===== config.mk =====
export PLATFORM = sky130hd
export DESIGN_NAME = cpr_port
export DESIGN_NICKNAME = d
export VERILOG_FILES = /design/src/inc/cpr_pkg.sv /design/src/logic/cpr_port.sv /design/src/logic/cpr_sync.sv
export SDC_FILE = /design/constraint.sdc
export NUM_CORES = 1
export LEC_CHECK = 0
export CORE_ASPECT_RATIO = 0.75
export CORE_MARGIN = 2
export CORE_UTILIZATION = 50
export CTS_BUF_LIST = sky130_fd_sc_hd__clkbuf_2 sky130_fd_sc_hd__clkbuf_4 sky130_fd_sc_hd__clkbuf_8
export DETAILED_ROUTE_END_ITERATION = 7
export DONT_BUFFER_PORTS = 1
export GPL_TIMING_DRIVEN = 0
export PLACE_DENSITY_LB_ADDON = 0.05
export SYNTH_ARGS = -nofsm -noshare
export SYNTH_HDL_FRONTEND = slang
export SYNTH_SLANG_ARGS = --single-unit

===== constraint.sdc =====
create_clock -name i_clk_sys -period 2 [get_ports i_clk_sys]
set_clock_uncertainty 0.15 [all_clocks]
set_input_delay 0.1 -clock i_clk_sys [delete_from_list [all_inputs] [get_ports i_clk_sys]]
set_output_delay 0.1 -clock i_clk_sys [all_outputs]
set_load 0.02 [all_outputs]

===== src/inc/cpr_pkg.sv =====
// Shared constants and types for the charger register port.
// Assumes a single system clock domain; the bus pins are asynchronous to it.
package cpr_pkg;

    // Slave address, fixed for this device variant.
    localparam logic [6:0] SLAVE_ADDR = 7'h48;

    // Register map.
    localparam logic [7:0] ADDR_CHARGER_STATUS = 8'h01;
    localparam logic [7:0] ADDR_CHARGER_CONFIG_ZERO = 8'h02;
    localparam logic [7:0] READ_UNMAPPED = 8'h00;

    // Value of the configuration register after reset or lockout.
    localparam logic [7:0] CONFIG_ZERO_RESET = 8'h6F;

    // Field positions of the configuration register.
    localparam int CFG_VSEL_HI = 7;
    localparam int CFG_VSEL_LO = 6;
    localparam int CFG_ILIM_HI = 5;
    localparam int CFG_ILIM_LO = 4;
    localparam int CFG_THERM_EN = 3;
    localparam int CFG_ADAPT = 2;
    localparam int CFG_TERM_EN = 1;
    localparam int CFG_CHG_ON = 0;

    // Bus timing.
    localparam int BUS_FMAX_KHZ = 400;
    localparam int CLK_SYS_MHZ = 250;
    localparam int SCL_HIGH_MIN_NS = 600;
    localparam int SCL_HIGH_MIN_CYC = (SCL_HIGH_MIN_NS * CLK_SYS_MHZ + 999) / 1000;

    // Bits per byte and count of synchronised inputs.
    localparam logic [3:0] BITS_PER_BYTE = 4'h8;
    localparam int SYNC_WIDTH = 10;

    typedef enum logic [3:0] {
        ST_IDLE,
        ST_ADDR,
        ST_REG,
        ST_WDATA,
        ST_ACK,
        ST_RDATA,
        ST_MACK
    } cpr_state_e;

endpackage


===== src/logic/cpr_port.sv =====
// Serial two-wire slave port of the charger: status read, configuration write.
// Assumes the bus master drives the clock line and that both bus lines are
// pulled up outside; the data line is open drain and only ever pulled low.
`timescale 1ns/10ps
`default_nettype none

module cpr_port (
    input wire logic i_clk_sys,                       // system clock, 250 MHz
    input wire logic i_rst,                           // async reset, active high
    input wire logic i_ce,                            // clock enable, freezes state
    input wire logic i_scl,                           // bus clock from master
    input wire logic i_sda,                           // bus data line level
    output logic o_sda_o,                             // data drive value, always low
    output logic o_sda_oe,                            // high while pulling data low
    input wire logic i_undervoltage_lockout,          // supply below lockout
    input wire logic i_device_reset_active,           // device reset asserted
    input wire logic i_battery_too_warm,              // battery above hot limit
    input wire logic i_battery_too_cool,              // battery below cold limit
    input wire logic i_input_overvoltage_flag,        // input above 6.6 V
    input wire logic i_charging_in_progress,          // charger charging
    input wire logic i_input_power_valid,             // input power valid
    input wire logic i_thermal_regulation_active,     // thermal loop active
    output logic [1:0] o_power_path_voltage_select,   // power-path output select
    output logic [1:0] o_input_limit_select,          // input current limit select
    output logic o_thermal_regulation_enable,         // thermal loop enable
    output logic o_adaptive_safety_clock,             // dynamic safety timer
    output logic o_termination_enable,                // charge termination enable
    output logic o_charger_on,                        // charger enable
    output logic o_busy                               // addressed transfer ongoing
);

    typedef struct packed {
        cpr_pkg::cpr_state_e state;
        cpr_pkg::cpr_state_e ack_next;
        logic [3:0] cnt;
        logic [7:0] sh;
        logic [7:0] ptr;
        logic [7:0] cfg;
        logic [7:0] stat;
        logic mack;
        logic scl_p;
        logic sda_p;
        logic sda_oe;
        logic sda_o;
        logic busy;
    } cpr_regs_s;

    cpr_regs_s q;
    cpr_regs_s d;

    logic [cpr_pkg::SYNC_WIDTH-1:0] raw;
    logic [cpr_pkg::SYNC_WIDTH-1:0] syn;
    logic scl_s;
    logic sda_s;
    logic lock_s;
    logic scl_rise;
    logic scl_fall;
    logic start_det;
    logic stop_det;
    logic [7:0] rd_byte;

    // Both bus pins, the lockout levels and the analog status flags are asynchronous.
    assign raw = {i_scl, i_sda, i_undervoltage_lockout, i_device_reset_active,
                  i_battery_too_warm, i_battery_too_cool, i_input_overvoltage_flag,
                  i_charging_in_progress, i_input_power_valid,
                  i_thermal_regulation_active};

    cpr_sync #(
        .WIDTH(cpr_pkg::SYNC_WIDTH)
    ) u_sync (
        .i_clk_sys(i_clk_sys),
        .i_rst(i_rst),
        .i_ce(i_ce),
        .i_async(raw),
        .o_sync(syn)
    );

    assign scl_s = syn[9];
    assign sda_s = syn[8];
    assign lock_s = syn[7] | syn[6];

    // The bus runs at 400 kHz at most, so the 4 ns clock sees many samples
    // per phase and plain edge detection on the synchronised lines suffices.
    assign scl_rise = scl_s & ~q.scl_p;
    assign scl_fall = ~scl_s & q.scl_p;

    // A data change while the clock stays high is only ever start or stop.
    assign start_det = q.scl_p & scl_s & q.sda_p & ~sda_s;
    assign stop_det = q.scl_p & scl_s & ~q.sda_p & sda_s;

    // Read mux over the register map.
    always_comb begin
        unique case (q.ptr)
            cpr_pkg::ADDR_CHARGER_STATUS: rd_byte = q.stat;
            cpr_pkg::ADDR_CHARGER_CONFIG_ZERO: rd_byte = q.cfg;
            default: rd_byte = cpr_pkg::READ_UNMAPPED;
        endcase
    end

    always_comb begin
        d = q;
        d.scl_p = scl_s;
        d.sda_p = sda_s;
        d.sda_o = 1'b0;

        // Status is sampled every cycle; unused bits 4 and 0 read zero.
        d.stat = {syn[5], syn[4], syn[3], 1'b0, syn[2], syn[1], syn[0], 1'b0};

        if (start_det) begin
            // Also covers a repeated start in the middle of a transfer.
            d.state = cpr_pkg::ST_ADDR;
            d.cnt = 4'h0;
            d.sda_oe = 1'b0;
            d.busy = 1'b0;
        end else if (stop_det) begin
            d.state = cpr_pkg::ST_IDLE;
            d.sda_oe = 1'b0;
            d.busy = 1'b0;
        end else begin
            unique case (q.state)
                cpr_pkg::ST_IDLE: begin
                    d.sda_oe = 1'b0;
                end

                cpr_pkg::ST_ADDR, cpr_pkg::ST_REG, cpr_pkg::ST_WDATA: begin
                    if (scl_rise) begin
                        // One bit per clock pulse, sampled while the clock is high.
                        d.sh = {q.sh[6:0], sda_s};
                        d.cnt = q.cnt + 4'h1;
                    end else if (scl_fall && q.cnt == cpr_pkg::BITS_PER_BYTE) begin
                        d.cnt = 4'h0;
                        d.state = cpr_pkg::ST_ACK;
                        d.sda_oe = 1'b1;
                        unique case (q.state)
                            cpr_pkg::ST_ADDR: begin
                                if (q.sh[7:1] == cpr_pkg::SLAVE_ADDR) begin
                                    d.busy = 1'b1;
                                    d.ack_next = q.sh[0] ? cpr_pkg::ST_RDATA
                                                         : cpr_pkg::ST_REG;
                                end else begin
                                    // Foreign address: stay silent until the next start.
                                    d.state = cpr_pkg::ST_IDLE;
                                    d.sda_oe = 1'b0;
                                end
                            end
                            cpr_pkg::ST_REG: begin
                                d.ptr = q.sh;
                                d.ack_next = cpr_pkg::ST_WDATA;
                            end
                            default: begin
                                // Only the configuration register takes writes.
                                if (q.ptr == cpr_pkg::ADDR_CHARGER_CONFIG_ZERO) begin
                                    d.cfg = q.sh;
                                end
                                d.ptr = q.ptr + 8'h01;
                                d.ack_next = cpr_pkg::ST_WDATA;
                            end
                        endcase
                    end
                end

                cpr_pkg::ST_ACK: begin
                    // The master's ninth clock pulse carries the acknowledge.
                    if (scl_fall) begin
                        d.sda_oe = 1'b0;
                        d.cnt = 4'h0;
                        d.state = q.ack_next;
                        if (q.ack_next == cpr_pkg::ST_RDATA) begin
                            d.sda_oe = ~rd_byte[7];
                            d.sh = {rd_byte[6:0], 1'b0};
                            d.ptr = q.ptr + 8'h01;
                        end
                    end
                end

                cpr_pkg::ST_RDATA: begin
                    if (scl_rise) begin
                        d.cnt = q.cnt + 4'h1;
                    end else if (scl_fall) begin
                        if (q.cnt == cpr_pkg::BITS_PER_BYTE) begin
                            // Let go so the master can drive its acknowledge.
                            d.sda_oe = 1'b0;
                            d.state = cpr_pkg::ST_MACK;
                        end else begin
                            // Data only changes on the falling clock edge.
                            d.sda_oe = ~q.sh[7];
                            d.sh = {q.sh[6:0], 1'b0};
                        end
                    end
                end

                cpr_pkg::ST_MACK: begin
                    if (scl_rise) begin
                        d.mack = ~sda_s;
                    end else if (scl_fall) begin
                        d.cnt = 4'h0;
                        if (q.mack) begin
                            d.state = cpr_pkg::ST_RDATA;
                            d.sda_oe = ~rd_byte[7];
                            d.sh = {rd_byte[6:0], 1'b0};
                            d.ptr = q.ptr + 8'h01;
                        end else begin
                            // Last byte: keep the line released until stop.
                            d.state = cpr_pkg::ST_IDLE;
                            d.sda_oe = 1'b0;
                        end
                    end
                end

                default: begin
                    d.state = cpr_pkg::ST_IDLE;
                    d.sda_oe = 1'b0;
                end
            endcase
        end

        // Lockout overrides a write landing in the same cycle.
        if (lock_s) begin
            d.cfg = cpr_pkg::CONFIG_ZERO_RESET;
        end
    end

    always_ff @(posedge i_clk_sys or posedge i_rst) begin
        if (i_rst) begin
            q.state <= cpr_pkg::ST_IDLE;
            q.ack_next <= cpr_pkg::ST_IDLE;
            q.cnt <= 4'h0;
            q.sh <= 8'h00;
            q.ptr <= 8'h00;
            q.cfg <= cpr_pkg::CONFIG_ZERO_RESET;
            q.stat <= 8'h00;
            q.mack <= 1'b0;
            q.scl_p <= 1'b0;
            q.sda_p <= 1'b0;
            q.sda_oe <= 1'b0;
            q.sda_o <= 1'b0;
            q.busy <= 1'b0;
        end else if (i_ce) begin
            q <= d;
        end
    end

    assign o_sda_o = q.sda_o;
    assign o_sda_oe = q.sda_oe;
    assign o_busy = q.busy;

    // Configuration fields straight from the stored register.
    assign o_power_path_voltage_select = q.cfg[cpr_pkg::CFG_VSEL_HI:cpr_pkg::CFG_VSEL_LO];
    assign o_input_limit_select = q.cfg[cpr_pkg::CFG_ILIM_HI:cpr_pkg::CFG_ILIM_LO];
    assign o_thermal_regulation_enable = q.cfg[cpr_pkg::CFG_THERM_EN];
    assign o_adaptive_safety_clock = q.cfg[cpr_pkg::CFG_ADAPT];
    assign o_termination_enable = q.cfg[cpr_pkg::CFG_TERM_EN];
    assign o_charger_on = q.cfg[cpr_pkg::CFG_CHG_ON];

endmodule

`default_nettype wire


===== src/logic/cpr_sync.sv =====
// Two-stage synchroniser for a group of asynchronous levels.
// Assumes the inputs are quasi-static compared with the system clock.
`timescale 1ns/10ps
`default_nettype none

module cpr_sync #(
    parameter int WIDTH = 1
) (
    input wire logic i_clk_sys,              // system clock
    input wire logic i_rst,                  // async reset, active high
    input wire logic i_ce,                   // clock enable
    input wire logic [WIDTH-1:0] i_async,    // levels from outside
    output logic [WIDTH-1:0] o_sync          // synchronised levels
);

    logic [WIDTH-1:0] meta_q;
    logic [WIDTH-1:0] sync_q;

    // Only the second stage is ever read by other logic.
    genvar g;
    generate
        for (g = 0; g < WIDTH; g++) begin : g_bit
            always_ff @(posedge i_clk_sys or posedge i_rst) begin
                if (i_rst) begin
                    meta_q[g] <= 1'b0;
                    sync_q[g] <= 1'b0;
                end else if (i_ce) begin
                    meta_q[g] <= i_async[g];
                    sync_q[g] <= meta_q[g];
                end
            end
        end
    endgenerate

    assign o_sync = sync_q;

endmodule

`default_nettype wire


; Word-level counts from Yosys, hierarchy flattened
; Index checks and enable logic that the tools add are counted.
[op_classes]
n_addsub = 2
n_mul = 0
div = 0
order_cmp = 0
eq_ne = 45
shifts = 0
muxes = 67
bitwise_logic = 17
n_reduce_logical = 23
[ops]
columns = op, n
row1 = 8-bit 2-to-1 mux, 10
row2 = 16-bit 2-to-1 mux, 4
row3 = 12-bit 2-to-1 mux, 5
row4 = 20-bit 2-to-1 mux, 3
row5 = 4-bit 2-to-1 mux, 13
row6 = 12-bit one-hot mux with 4 select lines, 1
row7 = "4-bit != test, second input constant", 9
row8 = "2-bit != test, second input constant", 16
row9 = 8-bit one-hot mux with 2 select lines, 2
row10 = 28-bit 2-to-1 mux, 1
row11 = 8-bit one-hot mux with 3 select lines, 1
row12 = 8-bit AND reduction, 3
row13 = 1-bit 2-to-1 mux, 21
row14 = 4-bit one-hot mux with 5 select lines, 1
row15 = "4-bit by 3-bit == test with 1-bit output, second input constant", 4
row16 = "3-bit != test, second input constant", 5
row17 = 3-bit nonzero test, 5
row18 = 13-bit AND reduction, 1
row19 = 3-bit 2-to-1 mux, 4
row20 = 12-bit AND reduction, 1
row21 = 10-bit AND reduction, 1
row22 = 1-bit inverter, 9
row23 = "8-bit by 1-bit adder with 8-bit output, second input constant", 1
row24 = "4-bit by 2-bit == test with 1-bit output, second input constant", 2
row25 = 23 further kinds, 31
[totals]
reg_bits = 67
latchBits = 0
ram_bits = 0
rom_bits = 0
output_inout_bits = 11
elab_cells = 186
mem_count = 0

; Longest topological paths before layout
; Gate-level depths: netlist of run 1.
[logic_depth]
ltp_word = 13
mapped_depth = 9
ltp_nobuf = 7

; Cells and area by module
; From an unflattened synthesis of run 1, not the netlist that was laid out.
[hier_totals]
hier_cells = 334
area_unflattened_um2 = 3544.6
[modules_own_cells]
columns = module, n_inst, cells_each, area_each_um2
row1 = cpr_port, 1, 291, 2717.6
row2 = cpr_sync, 1, 43, 827.0

; Worst setup path after synthesis of run 1
; No wires, ideal clock.
[synth_path]
path_kind = reg-to-reg
from = register q[38] in the netlist's numbering
to = register q[42] in the netlist's numbering
setup_ns = 0.125
arrival_ns = 1.835
path_slack_ns = -0.110
path_stages_with_launch = 9
path_buffers = 1
path_cell_list = dfrtp_1 > inv_1 > ha_1 > and3b_1 > buf_6 > a21oi_2 > o21a_4 > nor4_4 > mux2_2
[synth_between]
elab_chain_cells = 4
[synth_rtl]
columns = element, line_no
row1 = from (decl), cpr_port.sv:48  ; cpr_regs_s q;
row2 = 4-bit == test, cpr_port.sv:130  ; end else if (scl_fall && q.cnt == cpr_pkg::BITS_PER_BYTE) begin
row3 = 1-bit logical AND, cpr_port.sv:130
row4 = 5-bit != test (no line), n/a
row5 = 7-bit AND reduction (no line), n/a
; Every way passes these cells.
; A chain may end at the register's enable or synchronous reset.

; Final worst setup path of run 1
[layout_path]
from = register q[38] in the netlist's numbering
to = register q[38] in the netlist's numbering
[layout_between]
elab_chain_cells = 5
word_cells_on_any_way = 10
cone_classes = add/sub (1) / eq/ne (2) / mux (5) / reduce/logical (2)
[layout_rtl]
columns = element, line_no
row1 = 4-bit by 1-bit adder with 4-bit output, "cpr_port.sv:129, cpr_port.sv:178"
row2 = 4-bit 2-to-1 mux (on tied branches), "cpr_port.sv:177, cpr_port.sv:126"
row3 = 12-bit one-hot mux with 4 select lines, cpr_port.sv:120  ; unique case (q.state)
row4 = 28-bit 2-to-1 mux, cpr_port.sv:115  ; end else if (stop_det) begin
row5 = 4-bit 2-to-1 mux, cpr_port.sv:109  ; if (start_det) begin
; Several ways; a longest one is shown, not always the timed one. The select of a mux whose other input is x is not followed.

==> results.toml, run 1 <==
[run_status]
outcome = "finished, violations left"
violations = "negative setup slack"

[cells_and_area]
n_antenna_cell = 0
nets = 393
final_layout_size_suffix_gt1_share_pct = 35.79
syn_to_final_growth_pct = 21.95
fillCellCount = 521
fin_util_pct = 63.29

[placed_design]
port_buffers = 0
place_ws_ns = -0.3176
place_hpwl_mm = 5.574
gp_congestion = 0.8790

[worst_setup_path]
critPathRequiredTime_ns = 2.07
cp_slowest_stage_delay_ns = 0.41
critPathMaxFanout = 4
cp-start-kind = "flip-flop"
worst-path-buf-inv = 3
cp.arrival_ns = 2.22
path_cells = "inv_1 -> ha_2 -> and3b_1 -> buf_6 -> a21oi_2 -> o21a_4 -> buf_6 -> or2_4 -> mux2_4"
critPathMostFrequentCell = "buf_6"
cp-end-kind = "flip-flop"
crit_type = "reg2reg"
crit_family = "simple AND/OR/NAND/NOR gates"
slowest_stage = "dfrtp_1"

[sta]
grt_setup_unrepaired = "true"
setup_viol = 14
finalMaxSlewViolations = 0
tightest_slew_ns = 0.8023
hold_viol = 0
timing.final.crit_share_pct = 107.2
layout_min_cycle_time_ns = 2.145
relSlewSlack_pct = 46.51
clock.fmax_mhz = 466.3
fin_ws_ns = -0.1445

[global_routing]
grt_pass1_vias = 2646
gr-total-overflow = 0
grt_usage_pct = 23.06
grt_first_pass_wirelength_mm = 13.96
antenna_found_initial = 0
grt_max_degree = 66

[power_and_ir_drop]
swShare_pct = 38.14
power_switching_mw = 1.852
power.density_nw_per_um2 = 1118
p_comb_share_pct = 40.3
internal_power_mw = 3.004
seq_power_share_pct = 37.9
vdd_ir_drop_max_v = 0.0006356
leakage_nw = 1.807
clockPowerShare_pct = 21.9

[yosys]
synthTopCellsByArea = "dfrtp_1, mux2_2, dfstp_2"
synth.distinct_cells = 73
synth_top_cell_by_area = "dfrtp_1"
synthCells = 336
synth-edff-count = 0
ys_seq_elements = 65
syn_nets = 354
syn_area_um2 = 3562
syn_area_per_cell_um2 = 10.60
netlist.area_leader.share_pct = 41.45
synth_common_cells = "dfrtp_1, mux2_2, nand2_1, nor2_1, o21ai_0"
async_flop_share_pct = 100.0
seq_area_frac_synth_pct = 45.87
yosys_warnings = 0
ys.flop_type = "dfrtp_1"
synth.most_common_cell = "dfrtp_1"

[detailed_routing]
dr.first_iter.drc_count = 179
vias = 2787
drtAntennaViolNets = 0
wl_per_cell_um = 17.36
drt_wl_total_mm = 8.296
drcViolationCount = 0
detail_route.vias_per_cell = 5.831
first_pass_iters = 5

[cts]
cts-root-buf = "clkbuf_8"
clk_latency_ns = 0.34
cts_made_buffers = 9
cts_tree = "yes"
cts_sinks = 65
htreeDepth = 3
clockBufferDepth = 2
clk_pin_slew_ns = 0.07

[floorplanning]
fp.dieW_um = 101.5
floorplan.rows = 26
dieArea_um2 = 7822
floorplan.initialDensity_pct = 51.90
pin_count = 24
coreArea_um2 = 6864
die_h_um = 77.10

[run]
drv_cap = 0

[hold_path]
hp-class = "in2reg"
## power groups by stage
stage	combinational [mW]	clock [mW]	sequential (mW)
floorplan	1.28	0	1.74
global placement	1.54	0	1.84
detailed placement	1.55	0	1.85
CTS	1.77	1.09	1.82
global route	2.16	1.14	1.88
finish	1.96	1.06	1.84
## flip-flops by register name, indices dropped and copies added (netlist names)
name	cells
o_charger_on	1
u_sync.o_sync	10
o_input_limit_select	2
o_power_path_voltage_select	2
q	35
o_sda_oe	1
o_termination_enable	1
o_busy	1
o_adaptive_safety_clock	1
u_sync.meta_q	10
o_thermal_regulation_enable	1
## cells by family after synthesis
group	count (synthesis)	synth area share, %
buffers and inverters	38	5.480
adders and majority gates	5	1.756
AOI/OAI and AO/OA	83	17.67
other	1	0.1053
muxes	41	12.89
xor gates and xnor gates	1	0.4567
and+or+nand+nor	102	15.77
DFF	65	45.87
## final timing paths
kind	from	endpoint	slack [ns]	cells past startpoint
min in group asynchronous	i_rst	u_sync.meta_q[2]	0.23	2
max in group asynchronous	i_rst	q[22]	0.89	2
min reg2reg	u_sync.meta_q[8]	u_sync.o_sync[8]	0.35	2
max	q[38]	q[38]	-0.14	9
max reg2reg	q[38]	q[38]	-0.14	9
min	i_ce	o_busy	0.06	3
## stage by stage
stage,instance area [um2],TNS [ns],std cells,hold slack [ns],power (mW)
2_1_floorplan,3562,0,336,0.1017,3.018
3_3_place_gp,3685,-41.13,434,0.1017,3.380
3_5_place_dp,3687,-3.986,434,0.03652,3.400
4_1_cts,4209,-0.8427,474,0.003013,4.683
5_1_grt,4344,-2.024,478,0.06772,5.176
6_report,4344,-0.6074,478,0.06011,4.856
## what timing repair did
item,in CTS,in global routing
endpoints found under the hold margin,72,0
hold buffers,12,0
endpoints found under the setup margin,25,31
resized for setup,26,30
pin swaps,14,8
buffers inserted,12,6
## per-layer routing
metal / global-route usage [%] / wire, um / part of all wire [%] / vias to the layer above
li1: - / - / - / 1303
met1: 36.30 / 4270 / 51 / 1386
met2: 30.86 / 3479 / 42 / 85
met3: 6.108 / 445 / 5.4 / 13
met4: 6.216 / 100 / 1.2 / 0
met5: 0 / 0 / 0 / -
## worst reg2reg max path, cell delays in order, from the launching register on
cell and delay [ns]:
dfrtp_1 0.41, inv_1 0.07, ha_2 0.18, and3b_1 0.17
buf_6 0.12, a21oi_2 0.05, o21a_4 0.21, buf_6 0.12
or2_4 0.27, mux2_4 0.30
## cells in the final DEF (no fill, tap or decap), types with 4 or more instances in the layout
cell type      netlist  layout
dfrtp_1             59      57
mux2_2              35      32
nand2_1             27      26
buf_4                7      20
nor2_1              19      17
dlygate4sd3_1        0      12
o21ai_0             15      11
inv_1               13      11
a21oi_1             10      10
clkbuf_8             0      10
buf_6                2       9
nand3_1              8       8
and2_1               7       7
o31ai_1              6       6
a2bb2oi_2            0       6
dfstp_2              6       6
o21ai_1              3       5
mux2i_1              5       5
nand2b_1             5       4
mux2_4               1       4
a2bb2oi_1           10       4
## cell type report
cell class                 count  area [um2]  share of cell area (%)
clock buffer                  10       137.6                   3.168
clock inverter                 6       51.30                   1.181
timing repair buffer          29       270.3                   6.221
tap                           98       122.6                   2.823
sequential                    65        1637                   37.67
buffer                        24       162.7                   3.744
inverter                      13       51.30                   1.181
multi-input combinational    233        1912                   44.01
(Power assumes the default switching activity.)
==> run 2: changes to the inputs <==
- CELL_PAD_IN_SITES_DETAIL_PLACEMENT: unset -> 0
- CELL_PAD_IN_SITES_GLOBAL_PLACEMENT: unset -> 1
- CORE_ASPECT_RATIO: 0.75 -> 1.75
- CORE_MARGIN: 2 -> 1
- CORE_UTILIZATION: 50 -> 47
==> run 2 against run 1 <==
Compared with the run above:
- the run still ends with negative setup slack left
- die area up 1.6%
- register-to-register slack better by 0.13 ns
- critical path type unchanged
- sequential cell count stayed put
- global-route usage increased by 1.6 points
- design area rose by 1.5%
- clock power up 23%
- combinational power hardly changed
- critical endpoint is now q[43]
- routed wire length grew 6.1%
- first-iteration DRC count shrank 5.6%
- sequential share of layout area is 0.52 points lower
==> results.toml, run 2 (synthesized netlist as in run 1, its figures left out) <==
[run_status]
outcome = "finished, violations left"
violations = "negative setup slack"

[worst_setup_path]
critPathRequiredTime_ns = 2.10
r2r_setup_slack_ns = -0.02
crit_type = "reg2reg"
cp-start-kind = "flip-flop"
r2r_end = "q[43]"
critPathMaxFanout = 4
slowest_stage = "dfrtp_1"
path_cells = "inv_1 -> ha_2 -> and3b_2 -> a21oi_2 -> o21a_4 -> nor4_4 -> buf_4 -> mux2_4"
reg2reg_depth = 8
cp_slowest_stage_delay_ns = 0.38
r2r_start = "q[39]"
worstSetupStartpoint = "q[39]"
cp.arrival_ns = 2.11
cp-endpoint = "q[43]"
cp-end-kind = "flip-flop"

[power_and_ir_drop]
seq_power_share_pct = 36.0
leakage_nw = 1.869
clockPowerShare_pct = 25.3
power_mw = 5.118
internal_power_mw = 3.276
p_comb_share_pct = 38.7
vdd_ir_drop_max_v = 0.0006714
swShare_pct = 35.99
power.density_nw_per_um2 = 1161
power_switching_mw = 1.842

[floorplanning]
fp.dieW_um = 67.81
coreArea_um2 = 7284
floorplan.initialDensity_pct = 48.90
pin_count = 24
dieArea_um2 = 7945
floorplan.rows = 41
die_h_um = 117.2

[sta]
finalMaxSlewViolations = 0
tightest_slew_ns = 0.6006
hold_viol = 0
timing.final.crit_share_pct = 100.8
clock.fmax_mhz = 496.0
timing.setup.tns_ns = -0.03120
relSlewSlack_pct = 59.96
grt_setup_unrepaired = "true"
setup_viol = 3
fin_ws_ns = -0.01603
layout_min_cycle_time_ns = 2.016

[placed_design]
gp_congestion = 0.9006
dpl_cell_area_um2 = 3690
place_hpwl_mm = 6.077
port_buffers = 0

[detailed_routing]
dr.first_iter.drc_count = 169
drcViolationCount = 0
wl_per_cell_um = 18.81
vias = 2753
first_pass_iters = 4
drtAntennaViolNets = 0
drt_wl_total_mm = 8.805
detail_route.vias_per_cell = 5.882

[cts]
htreeDepth = 3
clk_pin_slew_ns = 0.07
clk_latency_ns = 0.36
clockBufferDepth = 2
cts_tree = "yes"
cts_made_buffers = 9
cts-root-buf = "clkbuf_8"
cts_sinks = 65

[global_routing]
grt_first_pass_wirelength_mm = 13.99
grt_max_degree = 41
antenna_found_initial = 0
grt_pass1_vias = 2638
gr-total-overflow = 0
grt_usage_pct = 24.63

[run]
drv_cap = 0

[cells_and_area]
syn_to_final_growth_pct = 23.74
layout_commonest_cell = "dfrtp_1"
final_layout_size_suffix_gt1_share_pct = 35.86
largest_reg_flops = 35
nets = 395
top_register = "q"
layout_common_cells = "dfrtp_1, mux2_2, nand2_1"
n_antenna_cell = 0
fin_area_um2 = 4408
fillCellCount = 625

[hold_path]
hp-class = "in2reg"
## run 2: cell types whose count changed in the layout (fill, tap and decap cells not counted), moves of 2 or more
cell | previous run | this run
a2bb2oi_1 | 4 | 6
a2bb2oi_2 | 6 | 4
buf_6 | 9 | 11
bufinv_16 | 0 | 2
clkbuf_4 | 3 | 1
clkinvlp_4 | 3 | 1
mux2_2 | 32 | 30
mux2_4 | 4 | 6
nand2b_4 | 1 | 3
nor4b_2 | 2 | 0
o21ai_0 | 11 | 15
o21ai_1 | 5 | 1
o2bb2ai_2 | 2 | 0
## run 2: power groups by stage
| stage | Clock [mW] | Combinational, mW | Sequential [mW] |
|---|---|---|---|
| after global placement | 0 | 1.55 | 1.85 |
| after global routing | 1.38 | 2.18 | 1.88 |
| after floorplan | 0 | 1.28 | 1.74 |
| final | 1.30 | 1.98 | 1.84 |
| after CTS | 1.32 | 1.79 | 1.82 |
| after detailed placement | 0 | 1.57 | 1.86 |
## run 2: critical path: cells and delay by family (launching register included)
kind                     cells  cell delay, ns
adder cells (fa/ha/maj)      1            0.17
buffers and inverters        2            0.24
flip-flops                   1            0.38
AO/OA/AOI/OAI                2            0.29
multiplexers                 1            0.29
AND/OR/NAND/NOR              2            0.38
## run 2: cell type report
class                           instances  area (um2)  area share (%)
Buffer                                 24       176.4           4.002
Sequential cell                        65        1638           37.16
Clock inverter                          6       90.09           2.044
Tap cell                               86       107.6           2.441
Clock buffer                           10       137.6           3.122
Multi-Input combinational cell        233        1919           43.54
Inverter                               13       48.80           1.107
Timing Repair Buffer                   31       290.3           6.585
## run 2: routing by layer
layer | GRT usage [%] | part of all wire (%) | up-vias
li1 | - | - | 1297
met1 | 29.59 | 41 | 1394
met2 | 41.25 | 54 | 45
met3 | 4.554 | 2.9 | 17
met4 | 12.22 | 2.8 | 0
met5 | 0 | 0 | -
## run 2: worst min path at each step
stage,from,end,cells after the start
2_1_floorplan,i_input_power_valid,u_sync.meta_q[1],1
6_report,i_ce,o_busy,3
5_1_grt,i_ce,o_busy,3
4_1_cts,i_ce,o_busy,3
3_5_place_dp,i_rst,u_sync.o_sync[2],1
3_3_place_gp,i_undervoltage_lockout,u_sync.meta_q[7],1
## run 2: what timing repair did
action / in CTS / in global routing
hold buffers: 12 / 0
setup buffers: 13 / 5
cloned: 0 / 0
pin swaps: 12 / 10
endpoints found under the hold margin: 78 / 0
endpoints found under the setup margin: 26 / 24
resized for setup: 21 / 43
## run 2: stage by stage
step           setup slack (ns)  util [%]  hold slack [ns]  cells
6_report               -0.01603     60.51          0.03011    468
3_3_place_gp            -0.5870     50.38           0.1021    422
5_1_grt                -0.06750     60.51          0.06216    468
2_1_floorplan          0.006537         -           0.1017    336
4_1_cts                 -0.1478     57.85          0.01576    464
3_5_place_dp            -0.2958     50.65         -0.08503    423
